<file path="config.mk">
export PLATFORM = sky130hd
export DESIGN_NAME = umc_regs
export DESIGN_NICKNAME = d
export VERILOG_FILES = /design/src/hw/umc_pkg.sv /design/src/hw/umc_occ_mem.sv /design/src/hw/umc_bw_step.sv /design/src/hw/umc_regs.sv
export SDC_FILE = /design/constraint.sdc
export NUM_CORES = 2
export LEC_CHECK = 0
export ABC_AREA = 1
export BUFFER_PORTS_ARGS = -buffer_cell sky130_fd_sc_hd__buf_2
export CAP_MARGIN = 20
export CORE_UTILIZATION = 37
export CTS_CLUSTER_DIAMETER = 100
export DETAILED_ROUTE_END_ITERATION = 8
export SYNTH_ARGS = -nofsm -noshare
export SYNTH_HDL_FRONTEND = slang
export SYNTH_HIERARCHICAL = 1
export SYNTH_SLANG_ARGS = --single-unit
export TNS_END_PERCENT = 30
</file>
<file path="constraint.sdc">
create_clock -name mclk_i -period 2.84 [get_ports mclk_i]
set_clock_uncertainty 0.2 [all_clocks]
set_input_delay 0.568 -clock mclk_i [delete_from_list [all_inputs] [get_ports mclk_i]]
set_output_delay 0.568 -clock mclk_i [all_outputs]
set_load 0.03 [all_outputs]
</file>
<file path="src/hw/umc_pkg.sv">
// Shared constants and carrier types for the usage monitor register bank.
package umc_pkg;
	// Register byte offsets inside the monitor frame.
	localparam logic [11:0] OFS_SEL = 12'h800;
	localparam logic [11:0] OFS_FLT = 12'h820;
	localparam logic [11:0] OFS_CTL = 12'h828;
	localparam logic [11:0] OFS_OCC = 12'h840;

	// Control word field positions.
	localparam int CTL_EN      = 31;
	localparam int CTL_TRIG_LO = 28;
	localparam int CTL_CLR     = 27;
	localparam int CTL_WRAP    = 26;
	localparam int CTL_IRQ     = 25;
	localparam int CTL_STOP    = 24;
	localparam int CTL_GRP_ON  = 17;
	localparam int CTL_PART_ON = 16;
	localparam logic [7:0] CTL_TYPE_CODE = 8'h42;

	// Filter word field positions.
	localparam int FLT_GRP_LO  = 16;
	localparam int FLT_PART_LO = 0;

	// Selector field and occupancy word layout.
	localparam int SEL_W       = 8;
	localparam int CNT_W       = 31;
	localparam int OCC_FLAG    = 31;
	localparam logic [31:0] OCC_RESET = 32'h8000_0000;

	// Snapshot trigger codes.
	localparam logic [2:0] TRIG_NONE  = 3'h0;
	localparam logic [2:0] TRIG_SWREG = 3'h7;

	// Kinds of register access, kept for the answer stage.
	localparam logic [2:0] K_SEL  = 3'h0;
	localparam logic [2:0] K_FLT  = 3'h1;
	localparam logic [2:0] K_CTL  = 3'h2;
	localparam logic [2:0] K_OCC  = 3'h3;
	localparam logic [2:0] K_NONE = 3'h4;

	// Per-monitor configuration as held in the bank.
	typedef struct packed {
		logic        en;
		logic [2:0]  trig;
		logic        clr;
		logic        wrap_seen;
		logic        irq_en;
		logic        stop;
		logic        grp_on;
		logic        part_on;
		logic [7:0]  grp;
		logic [15:0] part;
	} umc_cfg_t;

	// One accepted memory transaction seen by the monitors.
	typedef struct packed {
		logic        valid;
		logic        ns;
		logic [15:0] partition_identifier;
		logic [7:0]  perf_group;
		logic [15:0] bytes;
	} umc_txn_t;

	// One register request on the frame port.
	typedef struct packed {
		logic        req;
		logic        we;
		logic        ns;
		logic [11:0] addr;
		logic [31:0] wdata;
	} umc_req_t;

	// Builds the control word as software reads it.
	function automatic logic [31:0] ctl_word(input umc_cfg_t c);
		return {c.en, c.trig, c.clr, c.wrap_seen, c.irq_en, c.stop,
			6'h00, c.grp_on, c.part_on, 8'h00, CTL_TYPE_CODE};
	endfunction
endpackage

</file>
<file path="src/hw/umc_occ_mem.sv">
// Small memory holding the cache occupancy word of every monitor.
`timescale 1ns/1ns
module umc_occ_mem
	import umc_pkg::*;
#(
	parameter int DEPTH = 8,
	parameter int IW    = 3
) (
	// Clock and reset.
	input  wire logic          mclk_i,
	input  wire logic          resetn_i,
	// Write port from the cache.
	input  wire logic          we_i,
	input  wire logic [IW-1:0] waddr_i,
	input  wire logic [31:0]   wdata_i,
	// Registered read port.
	input  wire logic [IW-1:0] raddr_i,
	output logic      [31:0]   rdata_o
);
	typedef struct packed {
		logic [DEPTH-1:0][31:0] mem;
		logic [31:0]            rd;
	} umc_mem_t;

	umc_mem_t s;
	umc_mem_t next_s;

	// Read data come from a register, so reads take one edge.
	always_comb begin
		next_s = s;
		next_s.rd = s.mem[raddr_i];
		if (we_i) begin
			next_s.mem[waddr_i] = wdata_i;
		end
	end

	// Every entry starts untrusted until the cache reports it.
	always_ff @(posedge mclk_i or negedge resetn_i) begin
		if (!resetn_i) begin
			s <= {(DEPTH + 1){OCC_RESET}};
		end else begin
			s <= next_s;
		end
	end

	assign rdata_o = s.rd;
endmodule

</file>
<file path="src/hw/umc_bw_step.sv">
// Match and add step for one bandwidth usage monitor.
`timescale 1ns/1ns
module umc_bw_step
	import umc_pkg::*;
(
	// Monitor setting and bank.
	input  wire umc_cfg_t         cfg_i,
	input  wire logic             bank_i,
	// Traffic and current count.
	input  wire umc_txn_t         txn_i,
	input  wire logic [CNT_W-1:0] cnt_i,
	// Results.
	output logic                  hit_o,
	output logic      [CNT_W-1:0] sum_o,
	output logic                  carry_o
);
	logic grp_ok;
	logic part_ok;

	// A cleared match bit lets every value through.
	assign grp_ok  = !cfg_i.grp_on || (txn_i.perf_group == cfg_i.grp);
	assign part_ok = !cfg_i.part_on || (txn_i.partition_identifier == cfg_i.part);

	// Only traffic of the monitor's own security state is counted.
	assign hit_o = txn_i.valid && cfg_i.en && (txn_i.ns == bank_i)
		&& grp_ok && part_ok;

	// The carry out of the counter width is the overflow.
	assign {carry_o, sum_o} = {1'b0, cnt_i}
		+ (CNT_W + 1)'(txn_i.bytes);
endmodule

</file>
<file path="src/hw/umc_regs.sv">
// Usage monitor configuration bank with bandwidth counters.
//
// Contract
// - Snapshot optionally clears the bandwidth counter.
// - Without capture, capture fields read zero.
// - Wrap flag sticks until software writes zero.
// - No overflow: wrap and stop fields zero.
// - Interrupt enable raises pulse on each wrap.
// - Counter wraps, then stops when stop set.
// - Subtype and reserved control bits read zero.
// - Group match bit restricts counting by group.
// - Partition match bit restricts by partition.
// - Control low byte reads constant type code.
// - Filter holds group in 23:16, top zero.
// - Filter holds partition identifier in 15:0.
// - Every register banked by access security bit.
// - Selector low byte picks monitor, rest zero.
// - Out-of-range selector flags an error.
// - Top occupancy bit marks value as untrusted.
// - Occupancy low bits give bytes in use.
// - Selector exists only when support flags set.
// - Disabled monitor counts nothing.
// - Trigger field picks snapshot event source.
`timescale 1ns/1ns
module umc_regs
	import umc_pkg::*;
#(
	parameter int         MONITOR_COUNT       = 4,
	parameter bit         HAS_CAPTURE   = 1'b1,
	parameter bit         CAN_OVERFLOW  = 1'b1,
	parameter bit         HAS_OVF_IRQ   = 1'b1,
	parameter logic [5:0] EVT_IMPL      = 6'h3f,
	parameter bit         MON_SUPPORTED = 1'b1,
	parameter bit         IMPL_ID_SUPP  = 1'b0
) (
	// Clock and reset.
	input  wire logic       mclk_i,
	input  wire logic       resetn_i,
	// Register frame port.
	input  wire umc_req_t   bus_i,
	output logic     [31:0] rdata_o,
	output logic            ack_o,
	output logic            err_o,
	// Traffic and snapshot events.
	input  wire umc_txn_t   txn_i,
	input  wire logic [5:0] snap_evt_i,
	input  wire logic [1:0] snap_swreg_i,
	// Occupancy reports from the cache.
	input  wire logic       occ_we_i,
	input  wire logic       occ_ns_i,
	input  wire logic [7:0] occ_idx_i,
	input  wire logic [31:0] occ_word_i,
	// Overflow interrupt pulse.
	output logic            wrap_irq_o
);
	localparam int NM2 = 2 * MONITOR_COUNT;
	localparam int IW  = $clog2(NM2);
	localparam bit SEL_PRESENT = MON_SUPPORTED || IMPL_ID_SUPP;

	// The selector is eight bits wide, so more monitors cannot be reached.
	if (MONITOR_COUNT < 1 || MONITOR_COUNT > 256) begin : g_bad_count
		$error("MONITOR_COUNT must lie between 1 and 256");
	end

	typedef struct packed {
		logic [1:0][SEL_W-1:0]     sel;
		umc_cfg_t [NM2-1:0]        cfg;
		logic [NM2-1:0][CNT_W-1:0] cnt;
		logic [NM2-1:0][CNT_W-1:0] snap;
		logic                      pend;
		logic                      pend_oob;
		logic [2:0]                kind;
		logic [31:0]               pdata;
		logic [31:0]               rdata;
		logic                      ack;
		logic                      err;
		logic                      irq;
	} umc_state_t;

	umc_state_t s;
	umc_state_t next_s;

	logic [NM2-1:0]            hit;
	logic [NM2-1:0][CNT_W-1:0] sum;
	logic [NM2-1:0]            carry;
	logic [NM2-1:0]            fire;
	logic [NM2-1:0]            wrap_evt;
	logic [31:0]               occ_rd;
	logic                      occ_ok;
	logic                      take;
	logic                      bank;
	logic                      oob;
	logic [IW-1:0]             idx;

	// Flat monitor number: secure bank first, then non-secure bank.
	function automatic logic [IW-1:0] flat_idx(input logic ns,
		input logic [7:0] sel);
		return ns ? IW'(MONITOR_COUNT) + IW'(sel) : IW'(sel);
	endfunction

	// Snapshot source decode; absent sources never fire.
	function automatic logic trig_fire(input logic [2:0] t,
		input logic b);
		if (t == TRIG_NONE) begin
			return 1'b0;
		end else if (t == TRIG_SWREG) begin
			return snap_swreg_i[b];
		end else begin
			return snap_evt_i[3'(t - 3'h1)] & EVT_IMPL[3'(t - 3'h1)];
		end
	endfunction

	// Request decode for the current cycle.
	assign take = bus_i.req && !s.pend;
	assign bank = bus_i.ns;
	assign oob  = {1'b0, s.sel[bank]} >= 9'(MONITOR_COUNT);
	assign idx  = flat_idx(bank, s.sel[bank]);
	assign occ_ok = occ_we_i && ({1'b0, occ_idx_i} < 9'(MONITOR_COUNT));

	// One match and add step per monitor.
	for (genvar i = 0; i < NM2; i++) begin : g_mon
		umc_bw_step u_step (
			.cfg_i   (s.cfg[i]),
			.bank_i  (i >= MONITOR_COUNT),
			.txn_i   (txn_i),
			.cnt_i   (s.cnt[i]),
			.hit_o   (hit[i]),
			.sum_o   (sum[i]),
			.carry_o (carry[i])
		);
		assign fire[i] = HAS_CAPTURE
			&& trig_fire(s.cfg[i].trig, i >= MONITOR_COUNT);
	end

	// Occupancy words are looked up for the selected monitor.
	umc_occ_mem #(
		.DEPTH (NM2),
		.IW    (IW)
	) u_occ (
		.mclk_i   (mclk_i),
		.resetn_i (resetn_i),
		.we_i     (occ_ok),
		.waddr_i  (flat_idx(occ_ns_i, occ_idx_i)),
		.wdata_i  (occ_word_i),
		.raddr_i  (idx),
		.rdata_o  (occ_rd)
	);

	// Counters, snapshots, then register access; a write answers two
	// edges later, like a read, so software sees one fixed latency.
	always_comb begin
		next_s = s;
		wrap_evt = '0;
		next_s.ack = 1'b0;
		next_s.err = 1'b0;
		next_s.irq = 1'b0;
		next_s.pend = 1'b0;
		for (int i = 0; i < NM2; i++) begin
			// A stopped monitor takes no increments until the flag clears.
			if (hit[i] && !(s.cfg[i].stop && s.cfg[i].wrap_seen)) begin
				next_s.cnt[i] = sum[i];
				wrap_evt[i] = carry[i];
			end
			if (wrap_evt[i]) begin
				next_s.cfg[i].wrap_seen = CAN_OVERFLOW;
				next_s.irq = next_s.irq | s.cfg[i].irq_en;
			end
			// The clear wins over a same-cycle increment.
			if (fire[i]) begin
				next_s.snap[i] = s.cnt[i];
				if (s.cfg[i].clr) begin
					next_s.cnt[i] = '0;
				end
			end
		end
		// Answer stage: occupancy comes from the memory register.
		if (s.pend) begin
			next_s.ack = 1'b1;
			next_s.err = s.pend_oob;
			next_s.rdata = (s.kind == K_OCC && !s.pend_oob)
				? occ_rd : s.pdata;
		end
		// Request stage.
		if (take) begin
			next_s.pend = 1'b1;
			next_s.pend_oob = 1'b0;
			next_s.pdata = '0;
			if (bus_i.addr == OFS_SEL) begin
				next_s.kind = K_SEL;
				if (SEL_PRESENT) begin
					next_s.pdata = {24'h0, s.sel[bank]};
					if (bus_i.we) begin
						next_s.sel[bank] = bus_i.wdata[SEL_W-1:0];
					end
				end
			end else if (bus_i.addr == OFS_FLT) begin
				next_s.kind = K_FLT;
				next_s.pend_oob = oob;
				if (!oob) begin
					next_s.pdata = {8'h00, s.cfg[idx].grp,
						s.cfg[idx].part};
					if (bus_i.we) begin
						next_s.cfg[idx].grp =
							bus_i.wdata[FLT_GRP_LO +: 8];
						next_s.cfg[idx].part =
							bus_i.wdata[FLT_PART_LO +: 16];
					end
				end
			end else if (bus_i.addr == OFS_CTL) begin
				next_s.kind = K_CTL;
				next_s.pend_oob = oob;
				if (!oob) begin
					next_s.pdata = ctl_word(s.cfg[idx]);
					if (bus_i.we) begin
						next_s.cfg[idx].en = bus_i.wdata[CTL_EN];
						next_s.cfg[idx].trig = HAS_CAPTURE
							? bus_i.wdata[CTL_TRIG_LO +: 3]
							: TRIG_NONE;
						next_s.cfg[idx].clr = HAS_CAPTURE
							&& bus_i.wdata[CTL_CLR];
						// A wrap in this very cycle beats the clear.
						next_s.cfg[idx].wrap_seen = CAN_OVERFLOW
							&& (bus_i.wdata[CTL_WRAP]
							|| wrap_evt[idx]);
						next_s.cfg[idx].irq_en = HAS_OVF_IRQ
							&& bus_i.wdata[CTL_IRQ];
						next_s.cfg[idx].stop = CAN_OVERFLOW
							&& bus_i.wdata[CTL_STOP];
						next_s.cfg[idx].grp_on =
							bus_i.wdata[CTL_GRP_ON];
						next_s.cfg[idx].part_on =
							bus_i.wdata[CTL_PART_ON];
					end
				end
			end else if (bus_i.addr == OFS_OCC) begin
				// The occupancy is a measurement; writes are dropped.
				next_s.kind = K_OCC;
				next_s.pend_oob = oob;
			end else begin
				next_s.kind = K_NONE;
			end
		end
	end

	// Single state register; configuration clears to disabled.
	always_ff @(posedge mclk_i or negedge resetn_i) begin
		if (!resetn_i) begin
			s <= '0;
		end else begin
			s <= next_s;
		end
	end

	assign rdata_o    = s.rdata;
	assign ack_o      = s.ack;
	assign err_o      = s.err;
	assign wrap_irq_o = s.irq;
endmodule

</file>
==> flow_summary_export.csv <==
group,metric,value,unit
worst_setup_path,rr_worst_depth,14,
route,drt_iter0_drc,5550,
route,routed_wl,211000,µm
logic_synthesis,netlist_area,61800,µm²
place,hpwl,151000,µm
logic_synthesis,netlist_instances,9575,
timing,rsz0062_at_grt,"true",
place,place.detailed.instances,12300,
worst_setup_path,r2r_start,"s[615]$_DFFE_PN0P_",
timing,finalCritPeriodShare,97.8,%
clocking,ctsRootBufferMaster,"clkbuf_16",
global_routing,grt_remaining_overflow,0,
power_and_ir_drop,leakagePower,39.8,nW
min_path,min_path_cells,6,
cells_and_area,drive_above_1_share,14.6,%
timing,tns,0,ps
place,routabilityCongestion,0.942,
global_routing,grt_max_degree,84,
timing,worst_pin_slew,783,ps
route,wl_per_cell,16.7,µm
global_routing,antenna_found_initial,10,
place,place_area,70800,µm²
status,outcome,"finished clean",
min_path,hp-class,"in2reg",
worst_setup_path,path_class,"reg2reg",
route,first_pass_iters,6,
timing,post-route-min-period,2780,ps
worst_setup_path,critPathLaunchType,"flip-flop",
floorplanning,row_count,149,
worst_setup_path,crit_arrival,3260,ps
cells_and_area,area_delta_synth_final,21.6,%
logic_synthesis,synthesis.area_per_instance,6.46,µm²
cells_and_area,finalNonFillerCells,12600,
worst_setup_path,r2r-end,"wrap_irq_o$_DFF_PN0_",
min_path,hold_start,"bus_i[34]",
worst_setup_path,cp-end-kind,"flip-flop",
route,drc,0,
clocking,cts_buffer_depth,3,
clocking,h-tree-depth,3,
timing,relSlewSlack,47.8,%
worst_setup_path,r2r_slack,60,ps
logic_synthesis,synthFlopType,"dfrtp_1",
timing,max_freq,0.360,GHz
clocking,clk_latency,820,ps
floorplanning,die_x,411,µm
place,portBuffers,175,
worst_setup_path,critPathRequiredTime,3320,ps
cells_and_area,nNetsFinal,10600,
logic_synthesis,ys_ff_latch,896,
logic_synthesis,synth_cell_types,49,
power_and_ir_drop,p_total,30.1,mW
floorplanning,io_pins,176,
floorplanning,start_util,37.4,%
logic_synthesis,synth-edff-count,0,
clocking,cts_made_buffers,106,
global_routing,grt_pass1_wl,332000,µm
floorplanning,dieArea,169000,µm²
floorplanning,core,165000,µm²
route,detail-route-antenna-nets,0,
power_and_ir_drop,vdd_ir_drop_max,0.000534,V
min_path,hold_end,"s[70]$_DFFE_PN0P_",
clocking,path_clk_slew,60,ps
global_routing,grt_usage,24.8,%
clocking,cts_sinks,896,
clocking,cts_tree,"built",
cells_and_area,fin_area,75100,µm²
worst_setup_path,cp_max_fo,32,
logic_synthesis,yosysWarnings,6,
logic_synthesis,ys_seq_area_share,36.3,%
logic_synthesis,async_flop_share,100,%
flow_run,drv_cap,0,
global_routing,first_global_vias,59300,
timing,finalHoldViolCount,0,
cells_and_area,nFillCells,16800,
floorplanning,fp.dieH,411,µm
route,routed_via_density,4.93,
timing,report.final.slew_viol_count,0,
timing,hold_ws,121,ps
route,via_count,62000,
power_and_ir_drop,power_density,401,nW/µm²
timing,setup_violations,0,
## how the worst max path moves through the flow
stage / start / endpoint / slack (ps) / cells after the start
after floorplan: txn_i[6] / s[834]$_DFF_PN0_ / 350 / 19
final: s[615]$_DFFE_PN0P_ / wrap_irq_o$_DFF_PN0_ / 60 / 14
after CTS: s[576]$_DFFE_PN0P_ / s[834]$_DFF_PN0_ / 20 / 18
after global placement: txn_i[14] / s[766]$_DFF_PN0_ / -660 / 19
after global routing: s[489]$_DFF_PN0_ / s[630]$_DFF_PN0_ / -20 / 16
after detailed placement: txn_i[15] / s[664]$_DFF_PN0_ / -660 / 20
## logic make-up (layout without fill, tap and decap cells)
logic type      Yosys count  in the layout  share of synthesized area (%)
fa+ha+maj               160            160                           3.34
simple gates           5858           5858                           39.4
compound gates          734            734                           6.80
flops                   896            896                           36.3
other cells               2             12                         0.0122
xor+xnor                227            227                           3.22
buf+inv                1698           2512                           11.0
## layout by cell type (no fill, tap or decap), drive strengths merged, types with 58 or more instances in the layout
master       instances
clkbuf             162
o21ai              425
nand3              678
xor2               121
nor2              1048
or2                 79
a22oi              126
xnor2              106
nand2             3850
a21oi              115
nand4               98
buf                975
inv               1284
nor3                83
dlygate4sd3         58
dfrtp              887
ha                 152
## final cells by class
type / count / area (µm²) / area share (%)
Clock inverter: 32 / 499 / 0.664
Sequential cell: 896 / 22400 / 29.9
Tap cell: 2189 / 2740 / 3.65
Antenna cell: 4 / 10.0 / 0.0133
Inverter: 1285 / 4830 / 6.42
Multi-Input combinational cell: 6987 / 32800 / 43.6
Timing Repair Buffer: 1033 / 8700 / 11.6
Clock buffer: 162 / 3160 / 4.21
## Yosys cell counts, types with 63 or more instances
library cell	instances	area [µm²]
a21oi_1	107	536
a22oi_1	126	946
buf_2	102	510
buf_4	68	510
clkbuf_1	208	781
dfrtp_1	887	22200
ha_1	152	1900
inv_1	1250	4690
nand2_1	3762	14100
nand2_2	88	551
nand3_1	655	3280
nand4_1	98	613
nor2_1	1002	3760
o21ai_0	402	2010
or2_2	63	394
xnor2_1	106	928
xor2_1	121	1060
## metal layers
metal | routed length, µm | vias up | global-route usage, %
li1 | - | 30800 | -
met1 | 93800 | 29000 | 33.5
met2 | 95400 | 1867 | 40.1
met3 | 14200 | 387 | 4.03
met4 | 7300 | 2 | 8.61
met5 | 13 | - | 0
## stage by stage
| step | setup WS [ps] | utilization (%) |
|---|---|---|
| 2_1_floorplan | 347 | - |
| 3_3_place_gp | -657 | 42.8 |
| 3_5_place_dp | -661 | 42.8 |
| 4_1_cts | 21.8 | 45.4 |
| 5_1_grt | -19.5 | 45.4 |
| 6_report | 61.3 | 45.4 |
## report_power, final
| part | leakage, nW | total (mW) | switching, mW | internal [mW] |
|---|---|---|---|---|
| Combinational | 25.9 | 2.70 | 1.72 | 0.979 |
| Clock | 1.78 | 14.3 | 6.04 | 8.26 |
| Sequential | 12.2 | 13.1 | 0.155 | 13.0 |
| Total | 39.8 | 30.1 | 7.92 | 22.2 |
## critical path, cell delays in order (launching register included)
cell and delay [ps]:
dfrtp_1 410, xnor2_1 180, nand2_1 90, nor2_1 150, nand2_1 160, nor2_2 280, nor2_1 70, nor2_1 250
nand2_1 160, inv_1 130, buf_12 210, nand2_1 130, nor2_1 110, a221oi_1 60, nand3_1 80
## state kept, by name (all words and copies together), names as in the netlist
| signal | flops |
|---|---|
| rdata_o | 32 |
| u_occ/s | 256 |
| s | 573 |
| ack_o | 1 |
| u_occ/rdata_o | 32 |
| wrap_irq_o | 1 |
| err_o | 1 |
## what timing repair did
action	CTS	global route
setup buffers	0	0
hold buffers	58	0
resized for setup	3	23
pin swaps	0	1
endpoints found under the hold margin	289	0
setup endpoints to repair	8	89
Note: power is estimated with default switching activity, not from simulation.
